**src/logic/ebp_pkg.sv**
```systemverilog
// Package of constants and types for the eight-bit port block
// Functional notes
// - Direction bit 1 drives latch, 0 inputs
// - Direction write-only; read returns neighbour port pins
// - Direction clears on reset, hardware standby only
// - Output latch always readable and writable
// - Output latch clears on reset, hardware standby
// - Pin-level register reads present pin levels
// - Modes 1,2: host enable hands pins over
// - Mode 3: all pins general I/O
// - Mode 3 pull-up when latch 1, direction 0
// - Pull-ups off in reset; held in software standby
package ebp_pkg;

    // Port width
    localparam int unsigned PORT_W = 8;
    // APB data width and byte address width
    localparam int unsigned DATA_W = 32;
    localparam int unsigned ADDR_W = 18;
    // Synchroniser depth for pins and straps
    localparam int unsigned SYNC_STAGES = 2;

    // Register indices; byte address is four times the index
    localparam logic [15:0] IDX_LATCH = 16'hffbc;
    localparam logic [15:0] IDX_PINS = 16'hffbd;
    localparam logic [15:0] IDX_DIR = 16'hffbe;
    localparam logic [15:0] IDX_SYSCTL = 16'hffbf;

    // Byte addresses on the APB
    localparam logic [ADDR_W-1:0] ADDR_LATCH = {IDX_LATCH, 2'h0};
    localparam logic [ADDR_W-1:0] ADDR_PINS = {IDX_PINS, 2'h0};
    localparam logic [ADDR_W-1:0] ADDR_DIR = {IDX_DIR, 2'h0};
    localparam logic [ADDR_W-1:0] ADDR_SYSCTL = {IDX_SYSCTL, 2'h0};

    // Values after reset
    localparam logic [PORT_W-1:0] LATCH_RST = 8'h00;
    localparam logic [PORT_W-1:0] DIR_RST = 8'h00;
    localparam logic [PORT_W-1:0] PULLUP_RST = 8'h00;
    localparam logic HOST_EN_RST = 1'h0;
    localparam logic [PORT_W-1:0] OE_N_RST = 8'hff;

    // Field positions in system_control_reg
    localparam int unsigned SYSCTL_HIE_BIT = 0;
    localparam int unsigned SYSCTL_MODE_LSB = 4;
    localparam int unsigned SYSCTL_HWSTBY_BIT = 6;
    localparam int unsigned SYSCTL_SWSTBY_BIT = 7;

    // Operating modes from the mode straps
    typedef enum logic [1:0] {
        EBP_MODE_RSVD = 2'b00,
        EBP_MODE_EXP_NOROM = 2'b01,
        EBP_MODE_EXP_ROM = 2'b10,
        EBP_MODE_SINGLE = 2'b11
    } ebp_mode_t;

    // Per-pin drive request: data and drive enable
    typedef struct packed {
        logic [PORT_W-1:0] data;
        logic [PORT_W-1:0] drive;
    } ebp_pin_drive_t;

endpackage

```
**src/logic/ebp_sync.sv**
```systemverilog
// Two-flop synchroniser for pin inputs and straps
`timescale 1ns/1ps
module ebp_sync
    import ebp_pkg::*;
#(
    parameter int unsigned WIDTH = 8
) (
    // Clock and reset
    input wire logic pclk,
    input wire logic presetn,
    input wire logic ce,
    // Asynchronous levels in, synchronous levels out
    input wire logic [WIDTH-1:0] async_in,
    output logic [WIDTH-1:0] sync_out
);

    // First stage; read only by the second stage
    logic [WIDTH-1:0] meta;

    // Both stages freeze with the clock enable
    always_ff @(posedge pclk or negedge presetn) begin
        if (!presetn) begin
            meta <= '0;
            sync_out <= '0;
        end else if (ce) begin
            meta <= async_in;
            sync_out <= meta;
        end
    end

endmodule // ebp_sync

```
**src/logic/ebp_pin_mux.sv**
```systemverilog
// Per-pin selection between port logic and host interface
`timescale 1ns/1ps
module ebp_pin_mux
    import ebp_pkg::*;
(
    // Clock and reset
    input wire logic pclk,
    input wire logic presetn,
    input wire logic ce,
    // Source selection
    input wire logic host_owned,
    input wire logic [PORT_W-1:0] port_direction,
    input wire logic [PORT_W-1:0] port_output_latch,
    input wire ebp_pin_drive_t host_drive,
    // Pin drivers, enable active low
    output logic [PORT_W-1:0] pin_out,
    output logic [PORT_W-1:0] pin_oe_n
);

    genvar gi;

    // One registered driver per pin, so pins never glitch on decode
    generate
        for (gi = 0; gi < PORT_W; gi++) begin : g_pin
            always_ff @(posedge pclk or negedge presetn) begin
                if (!presetn) begin
                    pin_out[gi] <= LATCH_RST[gi];
                    pin_oe_n[gi] <= OE_N_RST[gi];
                end else if (ce) begin
                    if (host_owned) begin
                        // Host bus owns the pin
                        pin_out[gi] <= host_drive.data[gi];
                        pin_oe_n[gi] <= ~host_drive.drive[gi];
                    end else begin
                        // General I/O by direction bit
                        pin_out[gi] <= port_output_latch[gi];
                        pin_oe_n[gi] <= ~port_direction[gi];
                    end
                end
            end
        end
    endgenerate

endmodule // ebp_pin_mux

```
**src/logic/ebp_port.sv**
```systemverilog
// Eight-bit port with pull-ups, APB registers and host takeover
//
// Implementation choice: the APB interface to the registers.
`timescale 1ns/1ps
module ebp_port
    import ebp_pkg::*;
(
    // Clock, reset, clock enable
    input wire logic pclk,
    input wire logic presetn,
    input wire logic ce,
    // APB slave
    input wire logic [ADDR_W-1:0] paddr,
    input wire logic psel,
    input wire logic penable,
    input wire logic pwrite,
    input wire logic [DATA_W-1:0] pwdata,
    input wire logic [3:0] pstrb,
    output logic [DATA_W-1:0] prdata,
    output logic pready,
    output logic pslverr,
    // Port pins and straps from outside
    input wire logic [PORT_W-1:0] pin_in,
    input wire logic [1:0] mode_pins,
    input wire logic hw_standby_pin,
    // Chip-side inputs on this clock
    input wire logic sw_standby,
    input wire logic [PORT_W-1:0] neighbour_port_pin_levels,
    input wire ebp_pin_drive_t host_drive,
    // Host interface read path
    output logic [PORT_W-1:0] host_data_in,
    // Pin drivers and pull-up controls
    output logic [PORT_W-1:0] pin_out,
    output logic [PORT_W-1:0] pin_oe_n,
    output logic [PORT_W-1:0] pullup_en
);

    // Synchronised pins, straps and hardware standby
    logic [PORT_W-1:0] pins_s;
    logic [1:0] mode_raw;
    logic hw_clear;
    ebp_mode_t mode_s;

    // Software-visible registers
    logic [PORT_W-1:0] port_output_latch;
    logic [PORT_W-1:0] port_direction;
    logic host_port_enable;

    // Decode results
    logic hit_latch;
    logic hit_pins;
    logic hit_dir;
    logic hit_sysctl;
    logic mapped;

    // Bus phase strobes
    logic setup_ph;
    logic access_ph;
    logic wr;

    // Derived control
    logic host_owned;
    logic single_chip;
    logic [PORT_W-1:0] pull_target;
    logic [PORT_W-1:0] next_pullup;
    logic [DATA_W-1:0] next_prdata;

    // Pins, mode straps and standby pin cross in through two flops
    ebp_sync #(
        .WIDTH(PORT_W + 3)
    ) u_sync (
        .pclk(pclk),
        .presetn(presetn),
        .ce(ce),
        .async_in({hw_standby_pin, mode_pins, pin_in}),
        .sync_out({hw_clear, mode_raw, pins_s})
    );

    // Cast the strap pair to the mode type
    assign mode_s = ebp_mode_t'(mode_raw);

    // Host data bus sees the synchronised pin levels
    assign host_data_in = pins_s;

    // Address decode
    always_comb begin
        hit_latch = 1'b0;
        hit_pins = 1'b0;
        hit_dir = 1'b0;
        hit_sysctl = 1'b0;
        if (paddr == ADDR_LATCH) begin
            hit_latch = 1'b1;
        end else if (paddr == ADDR_PINS) begin
            hit_pins = 1'b1;
        end else if (paddr == ADDR_DIR) begin
            hit_dir = 1'b1;
        end else if (paddr == ADDR_SYSCTL) begin
            hit_sysctl = 1'b1;
        end
    end

    // Any of the four words counts as mapped
    assign mapped = hit_latch | hit_pins | hit_dir | hit_sysctl;

    // Zero-wait slave; a frozen block stalls the bus
    assign pready = ce;

    // Setup and access phases
    assign setup_ph = psel & ~penable;
    assign access_ph = psel & penable;

    // Error only in the access phase, for an unmapped word
    assign pslverr = access_ph & ~mapped;

    // Write takes effect at the completing edge; low byte lane only
    assign wr = access_ph & pwrite & ce & pstrb[0];

    // Host takeover exists in every mode except single-chip mode 3
    assign single_chip = (mode_s == EBP_MODE_SINGLE);
    assign host_owned = host_port_enable & ~single_chip;

    // Output latch: readable and writable in any direction
    always_ff @(posedge pclk or negedge presetn) begin
        if (!presetn) begin
            port_output_latch <= LATCH_RST;
        end else if (ce) begin
            if (hw_clear) begin
                // Hardware standby clears the latch
                port_output_latch <= LATCH_RST;
            end else if (wr && hit_latch) begin
                // No direction term here on purpose
                port_output_latch <= pwdata[PORT_W-1:0];
            end
        end
    end

    // Direction register: write-only, kept through software standby
    always_ff @(posedge pclk or negedge presetn) begin
        if (!presetn) begin
            port_direction <= DIR_RST;
        end else if (ce) begin
            if (hw_clear) begin
                // Only hardware standby clears it
                port_direction <= DIR_RST;
            end else if (wr && hit_dir) begin
                // Write path only; reads go elsewhere
                port_direction <= pwdata[PORT_W-1:0];
            end
        end
    end

    // System control: host port enable bit
    always_ff @(posedge pclk or negedge presetn) begin
        if (!presetn) begin
            host_port_enable <= HOST_EN_RST;
        end else if (ce) begin
            if (hw_clear) begin
                host_port_enable <= HOST_EN_RST;
            end else if (wr && hit_sysctl) begin
                host_port_enable <= pwdata[SYSCTL_HIE_BIT];
            end
        end
    end

    // Pull-up wanted: latch high on an input pin, mode 3 only
    assign pull_target = port_output_latch & ~port_direction;

    // Next pull-up value; software standby keeps the old one
    always_comb begin
        next_pullup = pullup_en;
        if (hw_clear) begin
            // Forced off in hardware standby
            next_pullup = PULLUP_RST;
        end else if (!sw_standby) begin
            if (single_chip) begin
                // Per-bit on when latch 1, direction 0
                next_pullup = pull_target;
            end else begin
                next_pullup = PULLUP_RST;
            end
        end
    end

    // Pull-up register; asynchronous reset turns all off
    always_ff @(posedge pclk or negedge presetn) begin
        if (!presetn) begin
            pullup_en <= PULLUP_RST;
        end else if (ce) begin
            pullup_en <= next_pullup;
        end
    end

    // Read data, chosen during the setup phase
    always_comb begin
        next_prdata = '0;
        if (hit_latch) begin
            // Stored latch value
            next_prdata[PORT_W-1:0] = port_output_latch;
        end else if (hit_pins) begin
            // Present pin levels, not the latch
            next_prdata[PORT_W-1:0] = pins_s;
        end else if (hit_dir) begin
            // Shared address shows the neighbour port
            next_prdata[PORT_W-1:0] = neighbour_port_pin_levels;
        end else if (hit_sysctl) begin
            next_prdata[SYSCTL_HIE_BIT] = host_port_enable;
            next_prdata[SYSCTL_MODE_LSB +: 2] = mode_raw;
            next_prdata[SYSCTL_HWSTBY_BIT] = hw_clear;
            next_prdata[SYSCTL_SWSTBY_BIT] = sw_standby;
        end
    end

    // Read data register; holds through the access phase
    always_ff @(posedge pclk or negedge presetn) begin
        if (!presetn) begin
            prdata <= '0;
        end else if (ce && setup_ph) begin
            prdata <= next_prdata;
        end
    end

    // Pin drivers, registered per pin
    ebp_pin_mux u_mux (
        .pclk(pclk),
        .presetn(presetn),
        .ce(ce),
        .host_owned(host_owned),
        .port_direction(port_direction),
        .port_output_latch(port_output_latch),
        .host_drive(host_drive),
        .pin_out(pin_out),
        .pin_oe_n(pin_oe_n)
    );

    // Checks on the documented behaviour

    // Port drives latch where direction is 1
    property p_dir_drive;
        @(posedge pclk) disable iff (!presetn)
        ce && !host_owned |=>
            (pin_oe_n == ~$past(port_direction)) &&
            (pin_out == $past(port_output_latch));
    endproperty
    a_dir_drive: assert property (p_dir_drive)
        else $error("port pins do not follow direction and latch");

    // Direction address reads the neighbour port
    property p_dir_read;
        @(posedge pclk) disable iff (!presetn)
        ce && setup_ph && hit_dir |=>
            prdata == {24'h0, $past(neighbour_port_pin_levels)};
    endproperty
    a_dir_read: assert property (p_dir_read)
        else $error("direction address did not return neighbour pins");

    // Hardware standby clears direction within one edge
    property p_dir_clear;
        @(posedge pclk) disable iff (!presetn)
        ce && hw_clear |=> port_direction == 8'h00;
    endproperty
    a_dir_clear: assert property (p_dir_clear)
        else $error("direction not cleared in hardware standby");

    // Software standby without writes keeps direction
    property p_dir_keep;
        @(posedge pclk) disable iff (!presetn)
        ce && sw_standby && !hw_clear && !wr |=> $stable(port_direction);
    endproperty
    a_dir_keep: assert property (p_dir_keep)
        else $error("direction changed in software standby");

    // A latch write reaches the output latch on the next edge
    property p_latch_rw;
        @(posedge pclk) disable iff (!presetn)
        ce && wr && hit_latch && !hw_clear |=>
            port_output_latch == $past(pwdata[7:0]);
    endproperty
    a_latch_rw: assert property (p_latch_rw)
        else $error("latch write lost");

    // Latch clears in hardware standby
    property p_latch_clear;
        @(posedge pclk) disable iff (!presetn)
        ce && hw_clear |=> port_output_latch == 8'h00;
    endproperty
    a_latch_clear: assert property (p_latch_clear)
        else $error("latch not cleared in hardware standby");

    // Pin-level reads return pins
    property p_pins_read;
        @(posedge pclk) disable iff (!presetn)
        ce && setup_ph && hit_pins |=>
            prdata == {24'h0, $past(pins_s)};
    endproperty
    a_pins_read: assert property (p_pins_read)
        else $error("pin read did not return pin levels");

    // Host interface drives the pins when it owns them
    property p_host_mux;
        @(posedge pclk) disable iff (!presetn)
        ce && host_owned |=>
            (pin_oe_n == ~$past(host_drive.drive)) &&
            (pin_out == $past(host_drive.data));
    endproperty
    a_host_mux: assert property (p_host_mux)
        else $error("host-owned pins driven by port registers");

    // Mode 3 pull-ups follow latch and direction
    property p_pull_mode3;
        @(posedge pclk) disable iff (!presetn)
        ce && single_chip && !hw_clear && !sw_standby |=>
            pullup_en == $past(pull_target);
    endproperty
    a_pull_mode3: assert property (p_pull_mode3)
        else $error("pull-ups do not match latch and direction");

    // Pull-ups off in hardware standby, held in software standby
    property p_pull_standby;
        @(posedge pclk) disable iff (!presetn)
        ce && (hw_clear || sw_standby) |=>
            (pullup_en == ($past(hw_clear) ? 8'h00 : $past(pullup_en)));
    endproperty
    a_pull_standby: assert property (p_pull_standby)
        else $error("pull-up state wrong in standby");

    // Mode 3 keeps the pins general I/O even with host enable set
    property p_single_gpio;
        @(posedge pclk) disable iff (!presetn)
        ce && single_chip |=>
            (pin_oe_n == ~$past(port_direction)) &&
            (pin_out == $past(port_output_latch));
    endproperty
    a_single_gpio: assert property (p_single_gpio)
        else $error("mode 3 pins not under direction control");

    // Pull-ups stay off outside mode 3 unless software standby holds them
    property p_pull_expanded;
        @(posedge pclk) disable iff (!presetn)
        ce && !single_chip && !sw_standby |=> pullup_en == 8'h00;
    endproperty
    a_pull_expanded: assert property (p_pull_expanded)
        else $error("pull-up on outside mode 3");

    // Software standby keeps the latch unless software writes it
    property p_latch_keep;
        @(posedge pclk) disable iff (!presetn)
        ce && sw_standby && !hw_clear && !(wr && hit_latch) |=> $stable(port_output_latch);
    endproperty
    a_latch_keep: assert property (p_latch_keep)
        else $error("latch changed in software standby");

endmodule // ebp_port

```
**config.mk**
```make
export PLATFORM = sky130hd
export DESIGN_NAME = ebp_port
export DESIGN_NICKNAME = d
export VERILOG_FILES = /design/src/logic/ebp_pkg.sv /design/src/logic/ebp_sync.sv /design/src/logic/ebp_pin_mux.sv /design/src/logic/ebp_port.sv
export SDC_FILE = /design/constraint.sdc
export NUM_CORES = 1
export LEC_CHECK = 0
export BUFFER_PORTS_ARGS = -buffer_cell sky130_fd_sc_hd__buf_2
export CORE_MARGIN = 2
export CORE_UTILIZATION = 51
export DETAILED_ROUTE_END_ITERATION = 7
export PLACE_DENSITY = 0.92
export SKIP_CTS_REPAIR_TIMING = 1
export SYNTH_ARGS = -nofsm -noshare
export SYNTH_HDL_FRONTEND = slang
export SYNTH_HIERARCHICAL = 1
export SYNTH_SLANG_ARGS = --single-unit
```
**constraint.sdc**
```tcl
create_clock -name pclk -period 2.5 [get_ports pclk]
set_input_delay 0.25 -clock pclk [delete_from_list [all_inputs] [get_ports pclk]]
set_output_delay 0.25 -clock pclk [all_outputs]
set_load 0.03 [all_outputs]
```
==> flow_summary.rst <==
.. list-table::
   :header-rows: 1

   * - Metric
     - Value
   * - Number of nets with antenna violations after routing
     - 0
   * - Launch instance of the worst register-to-register path
     - u_sync/sync_out[10]$_DFFE_PN0P_
   * - Hold Fails Final Rpt
     - 0
   * - Congestion Overflow GR
     - 0
   * - Min-delay src
     - pin_in[1]
   * - Worst setup path start
     - u_sync/sync_out[10]$_DFFE_PN0P_
   * - Post-synthesis sequential area ratio
     - 48.85%
   * - Average cell area after synthesis
     - 11.61 µm²
   * - Overall routing resource usage
     - 23.24%
   * - MaxCap Viol Count
     - 0
   * - Global-route met3 utilization
     - 5.504%
   * - Die height
     - 88.68 µm
   * - Post-DR vias/cell
     - 5.468
   * - Post-route standard cell area excluding fillers
     - 4368 µm²
   * - Met2 GRT Util
     - 37.31%
   * - Vias in the first global route
     - 2740
   * - Clock skew after layout
     - 7.977 ps
   * - Final setup slack of the worst path
     - 451.2 ps
   * - Clock insertion delay at the later pin of the skew report
     - 350 ps
   * - Final non-filler cell total
     - 524
   * - DRC viols
     - 0
   * - Worst setup path class
     - reg2reg
   * - Clk slew on worst S/H paths
     - 80 ps
   * - Measured slew at the worst slew-check pin
     - 999.1 ps
   * - Area Overhead vs Synth
     - 19.43%
   * - Starting density of the core
     - 53.24%
   * - Leakage
     - 0.002031 µW
   * - Crit path time final
     - 2049 ps
   * - Reg area
     - 1787 µm²
   * - Wire per inst
     - 17.10 µm
   * - Number of inserted filler cells in the final layout
     - 561
   * - Share of the cycle needed by the critical path after routing
     - 81.95%
   * - Maximum ir drop on the vdd rail
     - 0.0006209 V
   * - Flops & latches, synth
     - 71
   * - Setup violators final
     - 0
   * - Worst path arrival time
     - 2320 ps
   * - Power density normalized to cell area
     - 697.5 nW/µm²
   * - Pin count of the biggest net entering global routing
     - 72
   * - Share of final-layout standard cells stronger than drive strength 1
     - 42.99%
   * - CP Launch Type
     - register
   * - Leading area contributor after synthesis
     - sky130_fd_sc_hd__dfrtp_1
   * - I/O Buffers
     - 110
   * - Cell Rows
     - 30
   * - Number of clock buffers inserted by TritonCTS
     - 9
   * - NumNets Final
     - 519
   * - Core region area
     - 6869 µm²
   * - Cell count after placement
     - 507
   * - Routed via count
     - 2865
   * - Min-Delay Path Depth
     - 2
   * - Worst slew margin relative to its limit
     - 32.88%
   * - DRT iter0 DRCs
     - 201
   * - Number of top-level pins
     - 162
   * - Total half-perimeter wirelength after legalization and detailed placement
     - 6417 µm
   * - Maximum level of the CTS H-tree
     - 3
   * - Gate count of the mapped netlist
     - 315
   * - Number of buffers between clock root and the deepest sink
     - 2
   * - Synth warnings
     - 6
   * - First-pass detailed-route iteration total
     - 4
   * - Setup repair after global routing missed its margin
     - false
   * - Most used routing layer in global routing
     - met2
   * - Antenna fix cells
     - 0
   * - Required @ worst endpoint
     - 2770 ps
   * - Netlist cell types
     - 42
   * - Die width
     - 88.68 µm
   * - Sum of routed wire length over all layers
     - 8960 µm
   * - Depth of the worst register-to-register path
     - 3
   * - Maximum fanout encountered on the critical timing path
     - 17
   * - Area of combinational cells with multiple inputs
     - 1600 µm²
   * - Path class of the lowest-slack min-delay path
     - in2reg
   * - Cell area after placement
     - 4160 µm²
   * - CTS tree
     - built
   * - Element type at the critical path end
     - register
   * - TritonCTS sink count
     - 71
   * - Gp weighted congestion
     - 0.8489
   * - Clock tree root driver cell
     - sky130_fd_sc_hd__clkbuf_8
   * - Portion of synthesized cell area occupied by the leading cell type
     - 43.11%
   * - Peak clock frequency supported by timing
     - 0.4881 GHz
   * - Area of the mapped netlist
     - 3657 µm²
   * - Global-route wire length before repair
     - 13620 µm
   * - Number of max-slew violations in the final report
     - 0
   * - Global routing usage on met1
     - 30.92%
   * - Register-to-register setup slack
     - 450 ps
   * - Result of the run
     - complete, no violations
   * - Sum of negative setup slack
     - 0 ps
   * - Worst slack at placement
     - 477.7 ps
   * - Full die area
     - 7864 µm²
   * - Largest cells by area after synthesis
     - sky130_fd_sc_hd__dfrtp_1, sky130_fd_sc_hd__mux2_2, sky130_fd_sc_hd__dfstp_2
   * - Initial antenna violation count
     - 0
## per-stage QoR
step	power (µW)	hold WS [ps]	utilization (%)
2_1_floorplan	1945	-45.59	-
3_3_place_gp	2113	297.0	60.56
3_5_place_dp	2147	306.3	60.56
5_1_grt	3188	122.9	63.59
4_1_cts	3063	-75.78	63.44
6_report	3047	130.5	63.59
## path summary, 6_finish.rpt
kind | to
max | pullup_en[0]$_DFFE_PN0P_
min | u_sync/meta[1]$_DFFE_PN0P_
max reg2reg | pullup_en[0]$_DFFE_PN0P_
min reg2reg | prdata[2]$_DFFE_PN0P_
max in group asynchronous | u_mux/pin_oe_n[7]$_DFFE_PN1P_
min in group asynchronous | u_sync/sync_out[1]$_DFFE_PN0P_
## layer usage
layer,vias to the layer above,share of wire (%)
li1,1309,-
met1,1393,41
met2,142,50
met3,21,7.1
met4,0,2.3
met5,-,0
## cell type report
| cell class | instances | area share, % |
|---|---|---|
| Clock inverter | 6 | 1.375 |
| Clock buffer | 10 | 3.151 |
| Multi-Input combinational cell | 213 | 36.64 |
| Tap cell | 96 | 2.750 |
| Sequential cell | 71 | 40.91 |
| Inverter | 10 | 0.8594 |
| Timing Repair Buffer | 118 | 14.32 |
## synthesized netlist by cell type
| library cell | n |
|---|---|
| sky130_fd_sc_hd__nand3_2 | 1 |
| sky130_fd_sc_hd__o31ai_1 | 3 |
| sky130_fd_sc_hd__nand2b_1 | 12 |
| sky130_fd_sc_hd__nor3_1 | 4 |
| sky130_fd_sc_hd__and4_1 | 1 |
| sky130_fd_sc_hd__nor4_1 | 6 |
| sky130_fd_sc_hd__and2_1 | 2 |
| sky130_fd_sc_hd__nor2_2 | 1 |
| sky130_fd_sc_hd__nand4_1 | 1 |
| sky130_fd_sc_hd__buf_6 | 4 |
| sky130_fd_sc_hd__mux2_2 | 30 |
| sky130_fd_sc_hd__dfstp_2 | 8 |
| sky130_fd_sc_hd__nand4_4 | 1 |
| sky130_fd_sc_hd__nand4b_1 | 1 |
| sky130_fd_sc_hd__nand2_1 | 10 |
| sky130_fd_sc_hd__buf_2 | 5 |
| sky130_fd_sc_hd__and4bb_2 | 1 |
| sky130_fd_sc_hd__and4_2 | 2 |
| sky130_fd_sc_hd__a221o_1 | 8 |
| sky130_fd_sc_hd__and3_1 | 1 |
| sky130_fd_sc_hd__o21ai_2 | 1 |
| sky130_fd_sc_hd__nand3b_1 | 2 |
| sky130_fd_sc_hd__a211o_1 | 1 |
| sky130_fd_sc_hd__mux2i_1 | 19 |
| sky130_fd_sc_hd__a32o_1 | 8 |
| sky130_fd_sc_hd__clkbuf_1 | 7 |
| sky130_fd_sc_hd__mux4_2 | 5 |
| sky130_fd_sc_hd__a22o_1 | 1 |
| sky130_fd_sc_hd__dfrtp_1 | 63 |
| sky130_fd_sc_hd__a21oi_1 | 11 |
| sky130_fd_sc_hd__o21ai_0 | 13 |
| sky130_fd_sc_hd__inv_1 | 10 |
| sky130_fd_sc_hd__o221ai_1 | 8 |
| sky130_fd_sc_hd__nand3_1 | 2 |
| sky130_fd_sc_hd__nor2b_1 | 10 |
| sky130_fd_sc_hd__buf_4 | 27 |
| sky130_fd_sc_hd__or2_0 | 2 |
| sky130_fd_sc_hd__and4b_1 | 1 |
| sky130_fd_sc_hd__or2_2 | 1 |
| sky130_fd_sc_hd__nor2_1 | 19 |
| sky130_fd_sc_hd__buf_12 | 1 |
| sky130_fd_sc_hd__conb_1 | 1 |
## worst max-delay path, stage by stage, from the launching register on
cell and delay (ps):
sky130_fd_sc_hd__dfrtp_1 570, sky130_fd_sc_hd__buf_4 280, sky130_fd_sc_hd__nor3_1 820, sky130_fd_sc_hd__a32o_1 300
## where the power goes
group	total [µW]	switching (µW)	internal, µW
registers	1420	94.8	1330
logic	708	444	264
clock network	918	436	482
## cells in the final DEF, fill, tap and decap left out, drive strengths merged, types with 2 or more instances in the layout
cell,netlist,layout
and4,3,3
mux4,5,5
clkbuf,7,10
dfrtp,63,63
buf,37,117
o21ai,14,14
nor2,20,20
nor4,6,6
o221ai,8,8
nand3,3,3
clkinvlp,0,2
inv,10,10
and2,2,2
a221o,8,8
conb,1,24
nor2b,10,10
clkinv,0,3
nor3,4,4
mux2,30,30
nand2b,12,12
o31ai,3,3
mux2i,19,19
nand4,2,2
a32o,8,8
nand3b,2,2
dfstp,8,8
nand2,10,10
a21oi,11,11
or2,3,3
## registers in the layout (all words and copies together), names as in the netlist
name / flops
u_mux/pin_out: 8
u_mux/pin_oe_n: 8
port_direction: 8
host_port_enable: 1
u_sync/meta: 11
port_output_latch: 8
u_sync/sync_out: 11
prdata: 8
pullup_en: 8
## cell families after synthesis
kind of cell	count (synthesis)	synth area share, %
AO/OA/AOI/OAI	54	10.91
other	1	0.1025
buffers and inverters	54	9.750
flip-flops	71	48.85
AND/OR/NAND/NOR	81	12.86
multiplexers	54	17.52
Power figures use the tool's default switching activity.
